<file path="config.mk">
export PLATFORM = sky130hd
export DESIGN_NAME = qpw_top
export DESIGN_NICKNAME = d
export VERILOG_FILES = /design/src/qpw_pkg.sv /design/src/qpw_tap_if.sv /design/src/qpw_top.sv /design/src/qpw_tap_decoder.sv
export SDC_FILE = /design/constraint.sdc
export NUM_CORES = 1
export LEC_CHECK = 0
export BUFFER_PORTS_ARGS = -buffer_cell sky130_fd_sc_hd__buf_4
export CORE_AREA = 3 3 427 429
export DETAILED_ROUTE_END_ITERATION = 7
export DIE_AREA = 0 0 430 432
export REMOVE_ABC_BUFFERS = 1
export SYNTH_ARGS = -nofsm -noshare
export SYNTH_HDL_FRONTEND = slang
export SYNTH_HIERARCHICAL = 1
export SYNTH_SLANG_ARGS = --single-unit
</file>
<file path="constraint.sdc">
create_clock -name REF_CLK -period 7 [get_ports REF_CLK]
set_input_delay 1.4 -clock REF_CLK [delete_from_list [all_inputs] [get_ports REF_CLK]]
set_output_delay 1.4 -clock REF_CLK [all_outputs]
set_load 0.1 [all_outputs]
</file>
<file path="src/qpw_pkg.sv">
// Purpose: shared constants for the quad pot wiper and terminal control
// Assumes: command decoding of the serial link happens upstream
// Notes:   terminal nibble layout is the same for every network
package qpw_pkg;
	localparam int NPOT = 4;
	localparam int WIPER_W = 10;
	localparam int TC_NIB = 4;
	localparam int TC_HI_W = 8;
	localparam int TC_FIXED = 8;

	// bit positions inside one network's terminal nibble
	localparam int TC_SHDN_N = 3;
	localparam int TC_A = 2;
	localparam int TC_W = 1;
	localparam int TC_B = 0;

	localparam logic [8:0] TCON_RST = 9'h1FF;
	localparam logic [9:0] WIPER_ZERO = 10'h000;
	localparam logic [9:0] WIPER_STEP = 10'h001;

	// command codes
	localparam logic [2:0] OP_WR_WIPER = 3'h0;
	localparam logic [2:0] OP_INC = 3'h1;
	localparam logic [2:0] OP_DEC = 3'h2;
	localparam logic [2:0] OP_RD_WIPER = 3'h3;
	localparam logic [2:0] OP_WR_TCON = 3'h4;
	localparam logic [2:0] OP_RD_TCON = 3'h5;
	localparam logic [2:0] OP_WR_NV = 3'h6;
	localparam logic [2:0] OP_HV_LOCK = 3'h7;
endpackage

</file>
<file path="src/qpw_tap_if.sv">
// Purpose: wiper value to tap select bundle for one network
// Assumes: one instance per network
// Notes:   dec side is the decoder, ctl side the controller
`timescale 1ns/1ps
interface qpw_tap_if #(
	parameter int TAPS = 257
);
	logic [qpw_pkg::WIPER_W-1:0] wiper;
	logic [TAPS-1:0]             tap;
	modport dec (input wiper, output tap);
	modport ctl (output wiper, input tap);
endinterface

</file>
<file path="src/qpw_top.sv">
// Purpose: wiper, terminal switch and lock control of a quad digital pot
// Assumes: CMD_VALID marks a serial command that has just completed
// Notes:   switch and tap outputs follow the registers one cycle later
// Operation
// - pot 3 shutdown-force bit low forces network 3 into shutdown
// - upper register bits 6..4 connect pot 3 A, W, B when set
// - pot 2 shutdown-force bit low forces network 2 into shutdown
// - upper register bits 2..0 connect pot 2 A, W, B when set
// - terminal writes never change any wiper value
// - four independent networks, each with wiper, terminal bits and lock
// - 8-bit variant decodes 257 taps over 256 segments
// - 7-bit variant decodes 129 taps over 128 segments
// - volatile wiper closes exactly one tap switch
// - zero wiper joins W to B; decrement at zero ignored
// - full scale joins W to A; increment at full scale ignored
// - values above full scale also decode as full scale
// - reserved values above full scale ignore increment and decrement
// - four lock bits block wiper writes; only locks 2 and 3 block terminal bits (pots 0 and 1 use TCON_LO)
// - each lock covers its own network's wiper and, for pots 2 and 3, its terminal bits only
// - lock bits change only through high-voltage commands or reset, which loads LOCK_INIT
// - shutdown disconnects A and joins W to B
// - shutdown overrides connect bits without altering them
// - new terminal value reaches switches after command completes
// - reset loads terminal registers with all ones
`timescale 1ns/1ps
module qpw_top #(
	parameter int WIPER_BITS = 8,
	parameter int TAPS       = (1 << WIPER_BITS) + 1,
	parameter int WIPER_POR  = 1 << (WIPER_BITS - 1)
) (
	input  wire logic                                      REF_CLK,
	input  wire logic                                      RST,
	input  wire logic                                      CMD_VALID,
	input  wire logic [2:0]                                CMD_OP,
	input  wire logic [1:0]                                CMD_POT,
	input  wire logic [qpw_pkg::WIPER_W-1:0]               CMD_DATA,
	input  wire logic                                      HIGH_VOLTAGE_CMD_STROBE,
	input  wire logic [qpw_pkg::NPOT-1:0]                  LOCK_INIT,
	input  wire logic [qpw_pkg::TC_HI_W-1:0]               TCON_LO,
	output logic      [qpw_pkg::WIPER_W-1:0]               CMD_RDATA,
	output logic                                           CMD_REJECT,
	output logic                                           NV_WR_STB,
	output logic      [1:0]                                NV_WR_POT,
	output logic      [qpw_pkg::WIPER_W-1:0]               NV_WR_DATA,
	output logic      [qpw_pkg::NPOT-1:0]                  LOCK_STAT,
	output logic      [qpw_pkg::NPOT-1:0]                  END_A_CONNECT,
	output logic      [qpw_pkg::NPOT-1:0]                  WIPER_CONNECT,
	output logic      [qpw_pkg::NPOT-1:0]                  END_B_CONNECT,
	output logic      [qpw_pkg::NPOT-1:0]                  WIPER_TO_B_SHORT,
	output logic      [qpw_pkg::NPOT*TAPS-1:0]             TAP_SEL
);
	localparam int NP = qpw_pkg::NPOT;
	localparam int W = qpw_pkg::WIPER_W;
	localparam logic [W-1:0] FULL = W'(1 << WIPER_BITS);
	localparam logic [W-1:0] POR_W = W'(WIPER_POR);

	typedef struct packed {
		logic [NP-1:0][W-1:0]    wiper;
		logic [7:0]              tcon_hi;
		logic [NP-1:0]           lock;
		logic [W-1:0]            rdata;
		logic                    reject;
		logic                    nv_stb;
		logic [1:0]              nv_pot;
		logic [W-1:0]            nv_data;
		logic [NP-1:0]           a_sw;
		logic [NP-1:0]           w_sw;
		logic [NP-1:0]           b_sw;
		logic [NP-1:0]           wb_short;
		logic [NP-1:0][TAPS-1:0] tap;
	} qpw_state_t;

	qpw_state_t            st_r;
	qpw_state_t            st_nxt;
	logic [NP-1:0][TAPS-1:0] dec_tap;
	logic [W-1:0]          cur;
	logic                  locked;

	// ---------------------------------------------------------------
	// per network tap decoders
	// ---------------------------------------------------------------
	genvar g;
	for (g = 0; g < NP; g++) begin : g_net
		qpw_tap_if #(.TAPS(TAPS)) tif ();
		assign tif.wiper = st_r.wiper[g];
		assign dec_tap[g] = tif.tap;
		qpw_tap_decoder #(
			.WIPER_BITS (WIPER_BITS),
			.TAPS       (TAPS)
		) u_dec (
			.tif (tif)
		);
	end

	assign cur = st_r.wiper[CMD_POT];
	assign locked = st_r.lock[CMD_POT];

	// ---------------------------------------------------------------
	// next state
	// ---------------------------------------------------------------
	always_comb begin
		logic [3:0] nib;
		logic       shdn;
		nib = '0;
		shdn = 1'b0;
		st_nxt = st_r;
		st_nxt.reject = 1'b0;
		st_nxt.nv_stb = 1'b0;
		if (CMD_VALID) begin
			case (CMD_OP)
				qpw_pkg::OP_WR_WIPER: begin
					if (locked) begin
						st_nxt.reject = 1'b1;
					end else begin
						st_nxt.wiper[CMD_POT] = CMD_DATA;
					end
				end
				qpw_pkg::OP_INC: begin
					if (locked) begin
						st_nxt.reject = 1'b1;
					end else if (cur < FULL) begin
						st_nxt.wiper[CMD_POT] = cur + qpw_pkg::WIPER_STEP;
					end
				end
				qpw_pkg::OP_DEC: begin
					if (locked) begin
						st_nxt.reject = 1'b1;
					end else if (cur != qpw_pkg::WIPER_ZERO && cur <= FULL) begin
						st_nxt.wiper[CMD_POT] = cur - qpw_pkg::WIPER_STEP;
					end
				end
				qpw_pkg::OP_RD_WIPER: begin
					st_nxt.rdata = cur;
				end
				qpw_pkg::OP_WR_TCON: begin
					for (int j = 0; j < 2; j++) begin
						if (st_r.lock[2+j]) begin
							st_nxt.reject = 1'b1;
						end else begin
							st_nxt.tcon_hi[j*qpw_pkg::TC_NIB +: qpw_pkg::TC_NIB] =
								CMD_DATA[j*qpw_pkg::TC_NIB +: qpw_pkg::TC_NIB];
						end
					end
				end
				qpw_pkg::OP_RD_TCON: begin
					st_nxt.rdata = '0;
					st_nxt.rdata[qpw_pkg::TC_FIXED] = 1'b1;
					st_nxt.rdata[qpw_pkg::TC_HI_W-1:0] = st_r.tcon_hi;
				end
				qpw_pkg::OP_WR_NV: begin
					if (locked) begin
						st_nxt.reject = 1'b1;
					end else begin
						st_nxt.nv_stb = 1'b1;
						st_nxt.nv_pot = CMD_POT;
						st_nxt.nv_data = CMD_DATA;
					end
				end
				qpw_pkg::OP_HV_LOCK: begin
					if (HIGH_VOLTAGE_CMD_STROBE) begin
						st_nxt.lock[CMD_POT] = CMD_DATA[0];
					end else begin
						st_nxt.reject = 1'b1;
					end
				end
				default: begin
					st_nxt.reject = 1'b1;
				end
			endcase
		end
		// switches follow the committed registers, one cycle after a write
		for (int p = 0; p < NP; p++) begin
			if (p < 2) begin
				nib = TCON_LO[p*qpw_pkg::TC_NIB +: qpw_pkg::TC_NIB];
			end else begin
				nib = st_r.tcon_hi[(p-2)*qpw_pkg::TC_NIB +: qpw_pkg::TC_NIB];
			end
			shdn = !nib[qpw_pkg::TC_SHDN_N];
			st_nxt.a_sw[p] = nib[qpw_pkg::TC_A] && !shdn;
			st_nxt.w_sw[p] = nib[qpw_pkg::TC_W] && !shdn;
			st_nxt.b_sw[p] = nib[qpw_pkg::TC_B] && !shdn;
			st_nxt.wb_short[p] = shdn;
			st_nxt.tap[p] = dec_tap[p];
		end
	end

	// ---------------------------------------------------------------
	// state register
	// ---------------------------------------------------------------
	always_ff @(posedge REF_CLK) begin
		if (RST) begin
			st_r <= '0;
			st_r.wiper <= {NP{POR_W}};
			st_r.tcon_hi <= qpw_pkg::TCON_RST[qpw_pkg::TC_HI_W-1:0];
			st_r.lock <= LOCK_INIT;
			st_r.a_sw <= '1;
			st_r.w_sw <= '1;
			st_r.b_sw <= '1;
			st_r.tap <= {NP{TAPS'(1) << WIPER_POR}};
		end else begin
			st_r <= st_nxt;
		end
	end

	assign CMD_RDATA = st_r.rdata;
	assign CMD_REJECT = st_r.reject;
	assign NV_WR_STB = st_r.nv_stb;
	assign NV_WR_POT = st_r.nv_pot;
	assign NV_WR_DATA = st_r.nv_data;
	assign LOCK_STAT = st_r.lock;
	assign END_A_CONNECT = st_r.a_sw;
	assign WIPER_CONNECT = st_r.w_sw;
	assign END_B_CONNECT = st_r.b_sw;
	assign WIPER_TO_B_SHORT = st_r.wb_short;
	assign TAP_SEL = st_r.tap;
endmodule

</file>
<file path="src/qpw_tap_decoder.sv">
// Purpose: one-of-N tap select for one resistor ladder
// Assumes: wiper value is stable for the cycle
// Notes:   values at or above full scale select terminal A
`timescale 1ns/1ps
module qpw_tap_decoder #(
	parameter int WIPER_BITS = 8,
	parameter int TAPS       = (1 << WIPER_BITS) + 1
) (
	qpw_tap_if.dec tif
);
	localparam logic [qpw_pkg::WIPER_W-1:0] FULL = qpw_pkg::WIPER_W'(1 << WIPER_BITS);

	logic sat;

	assign sat = (tif.wiper >= FULL);

	// ---------------------------------------------------------------
	// tap select, index 0 is terminal B, top index is terminal A
	// ---------------------------------------------------------------
	genvar i;
	for (i = 0; i < TAPS; i++) begin : g_tap
		localparam logic [qpw_pkg::WIPER_W-1:0] IDX = qpw_pkg::WIPER_W'(i);
		assign tif.tap[i] = sat ? (IDX == FULL) : (tif.wiper == IDX);
	end
endmodule

</file>
==> impl.org <==
** Run status
- Run status :: finished clean

** Routing
- Wires add up to 153 mm.
- Via count of the routed design :: 31900
- Number of DRC markers after the initial detailed-route iteration :: 2044
- Final routed DRC violation total :: 0
- Vias per cell :: 4.31
- The first TritonRoute pass finished after 7 iterations.
- In the final routed layout, each cell accounts on average for 20.7 um.
- The count of nets left with antenna violations once routing finished came out at 0.

** Critical path
- Traced cell by cell, the critical path runs through buf_4, mux4_2, nor4_4, a21oi_2, nor4_2, nor2_1, a211oi_1.
- Reg2Reg Launch Point :: g_net[2].tif.wiper[4]
- By startpoint and endpoint, the worst setup path is classified as primary input to flip-flop.
- Worst endpoint data arrival time :: 4350 ps
- Broken down by cell family, the worst path's largest delay share belongs to simple AND/OR/NAND/NOR gates.
- Data required time at the worst endpoint :: 7670 ps
- Worst setup startpoint :: CMD_POT[0]
- In this design, the stage delay of the slowest critical-path cell is 850 ps.
- Number of buffers and inverters on the critical path :: 1
- Critical path capture point type :: flip-flop
- Among all stages on the critical path, the largest delay is contributed by nor4_2.
- Largest fanout on the critical path :: 18
- The worst setup path is launched from a primary input.

** GRT
- The first global-routing pass estimated between 200 and 250 mm of wire.
- Summed over all layers, the global routing overflow is 0.
- In the global route stage, met1 resource usage came out at 0.179.
- For this run, global-route usage on met2 was measured as 0.274.
- Entering global routing, the biggest net connects 213 pins.
- Overall fraction of global-route tracks in use :: 0.155
- For this run, global-route usage on met3 was measured as 0.0334.
- The initial antenna violation count is 7.
- The global routing stage identified its most utilized layer as met2.
- Via count of the first global-routing pass :: 30000

** Synthesis
- Syn. warnings :: 6
- Number of flops mapped to enable cells by yosys :: 4
- Combinational family with the most area after synthesis :: simple AND/OR/NAND/NOR gates
- Netlist Area Pre-Place :: 47600 um^2
- Sorting the synthesized cells by area gives the leading types as dfxtp_1 (47%), buf_4 (17%), nor2b_1 (14%), nor3_1 (11%), clkbuf_1 (2.4%).
- The share of the Yosys chip area taken by registers is 0.472.
- Counting flops and latches in the post-synthesis netlist gives between 1000 and 1500.
- The area fraction in compound gates after synthesis is 0.0155.
- In the synthesized netlist the dominant register cell turns out to be dfxtp_1.
- Number of cells produced by synthesis :: 5217
- Multiplexer area fraction after synthesis :: 0.00942
- Basic-gate share of the synthesized area counting and, or, nand and nor cells :: 0.288
- Async SR Flop Fraction :: 0
- dfxtp_1 takes more of the synthesized area than any other cell.
- Mean area per synthesized cell :: 9.12 um^2
- Of the total synthesized cell area, the portion taken by full adders, half adders and majority gates is 0.000789.
- Yosys cell types :: 59
- Of the total synthesized cell area, the portion taken by XOR and XNOR cells is 0.00184.
- The share of synthesized area in the top cell type comes to 0.470.

** Place
- Instance area after placement :: 49400 um^2
- After legalization and detailed placement, the total HPWL measured roughly 100 mm.
- Port buffering added about 1100 buffers.
- Count of placed standard cells including taps :: 7174
- Routability-driven placement finished with a final weighted congestion of approximately 0.84.

** Layout
- The library cells used most frequently in the layout, excluding fill and tap cells, are buf_4 (1161), dfxtp_1 (1116), nor2b_1 (1029).
- After the flow finishes, the layout carries non-filler instances totaling between 7000 and 8000.
- Core Util, Final :: 0.300
- Once layout is done, the placed cells without fillers occupy 53500 um^2.
- Commonest non-fill, non-tap cell in the layout :: buf_4
- Fill count :: about 19000
- Total Nets Final :: 4974
- The area growth from synthesis to layout is 12.6%.
- Of the cells placed in the final design, the portion with a size suffix greater than 1 is 0.292.

** Timing
- Post-Route Skew :: 49.0 ps
- Final hold violations :: 0
- Max Clock Freq :: 0.272 GHz
- Subtracting the final worst setup slack from the clock period gives between 3000 and 4000 ps.
- Setup total negative slack on the finished layout was measured at 0 ps.
- Tightest Pin Transition :: 1150 ps
- The number of max-slew violations in the final report came to 0.
- Setup repair after global routing missed its margin :: false
- Relative max-transition margin :: 0.226
- Dividing the final minimum period by the clock period gives 0.526.
- Setup violations remaining at the end of the flow were counted as 0.

** Pwr
- IR analysis of the VDD net gives a maximum drop of 0.200 mV.
- Dividing total power by cell area gives a power density of 253 nW/um^2.
- Post-layout power :: 13600 uW
- Summed over all cells, the static leakage comes to 0.0209 uW.

** CTS
- Skew-Pair Late Insertion Delay :: 760 ps
- Number of CTS-inserted buffers :: 119
- Depth of the CTS H-tree :: 3
- Clock-pin slew reported for the worst setup and hold paths after clock tree synthesis :: 60 ps
- The root buffer cell chosen for the clock tree is clkbuf_16.
- Clock net sink count :: 1120
- Clock tree from TritonCTS :: done
- Hold repair after CTS inserted 0 buffers.
- After clock tree synthesis, the setup repair step added 0 buffers.
- The clock passes through at most 3 buffers.
- Once the clock tree was built, the resizer swapped 0 gates to a different size.

** Die
- The floorplan step defined a die boundary enclosing approximately 190000 um^2.
- The floorplan step defined a core boundary enclosing approximately 180000 um^2.
- Number of standard-cell rows in the floorplan :: 155
- The die is around 430 um wide.
- Ports :: 1103
- In this run the vertical extent of the chip is 432 um.
- Starting utilization of the core area :: 0.266

** Job
- Across the run, the number of max-cap violations was 0.

** Hold path
- The worst hold path begins at st_r[1074].
- Worst min-delay path class :: flip-flop to flip-flop
-- state kept, by name (all words and copies together) (netlist names) --
register,count
CMD_RDATA,10
CMD_REJECT,1
END_A_CONNECT,4
END_B_CONNECT,4
LOCK_STAT,4
NV_WR_DATA,10
NV_WR_POT,2
NV_WR_STB,1
TAP_SEL,1028
WIPER_CONNECT,4
WIPER_TO_B_SHORT,4
g_net.tif.wiper,40
st_r,8
-- synth_stat cells, types with 16 or more instances --
master,count
buf_4,1074
buf_2,44
o21ai_0,16
clkbuf_1,301
or4b_1,24
nand2_1,87
nor2b_1,1029
a21oi_1,43
buf_1,126
dfxtp_1,1116
nand4b_1,17
nor2_1,54
nor3_1,1000
buf_6,18
mux2i_1,20
nor3_2,41
nand3_1,20
nand4bb_1,28
-- report_power, final --
| group | internal [uW] | leakage [uW] | switching (uW) |
|---|---|---|---|
| sequential | 6400 | 0.00903 | 21.2 |
| combinational | 86.9 | 0.00982 | 414 |
| clock | 3930 | 0.00205 | 2720 |
-- final timing paths --
path,endpoint,slack [ps],cells past startpoint
worst min-delay path,END_A_CONNECT[2],480,2
worst max register to register,g_net[1].tif.wiper[9],3660,6
worst min register to register,END_A_CONNECT[2],480,2
worst max-delay path,g_net[1].tif.wiper[9],3320,7
-- logic make-up (layout without fill, tap and decap cells) --
family | Yosys count | count (layout)
AO/OA/AOI/OAI | 114 | 114
buffers and inverters | 1571 | 1394
XOR/XNOR | 10 | 10
AND/OR/NAND/NOR | 2368 | 2368
flip-flops | 1120 | 1120
adder cells (fa/ha/maj) | 3 | 3
multiplexers | 31 | 31
other | 0 | 1
-- cell type report --
cell class	count	area (um^2)	area share
Clock buffer	166	3420	0.0638
Sequential cell	1120	22500	0.419
Inverter	8	30.0	0.000561
Multi-Input combinational cell	2526	15100	0.283
Antenna cell	1	2.50	0.0000467
Timing Repair Buffer	1165	8790	0.164
Clock inverter	55	754	0.0141
Tap cell	2355	2950	0.0550
-- worst reg2reg max path: cells and delay by family (launching register included) --
kind | cells | cell delay (ps)
compound gates | 2 | 460
mux | 1 | 730
flops | 1 | 600
simple gates | 3 | 1450
-- routing by layer --
layer | part of all wire | up-vias
met5 | 0 | -
li1 | - | 15300
met4 | 0.045 | 0
met3 | 0.056 | 277
met1 | 0.39 | 15400
met2 | 0.51 | 990
-- per-stage QoR --
stage	worst slack [ps]	hold slack [ps]
after global placement	2610	466
after CTS	3450	463
after global routing	3130	481
after detailed placement	2550	461
after floorplan	3140	444
final	3320	479
Power figures use the tool's default switching activity.
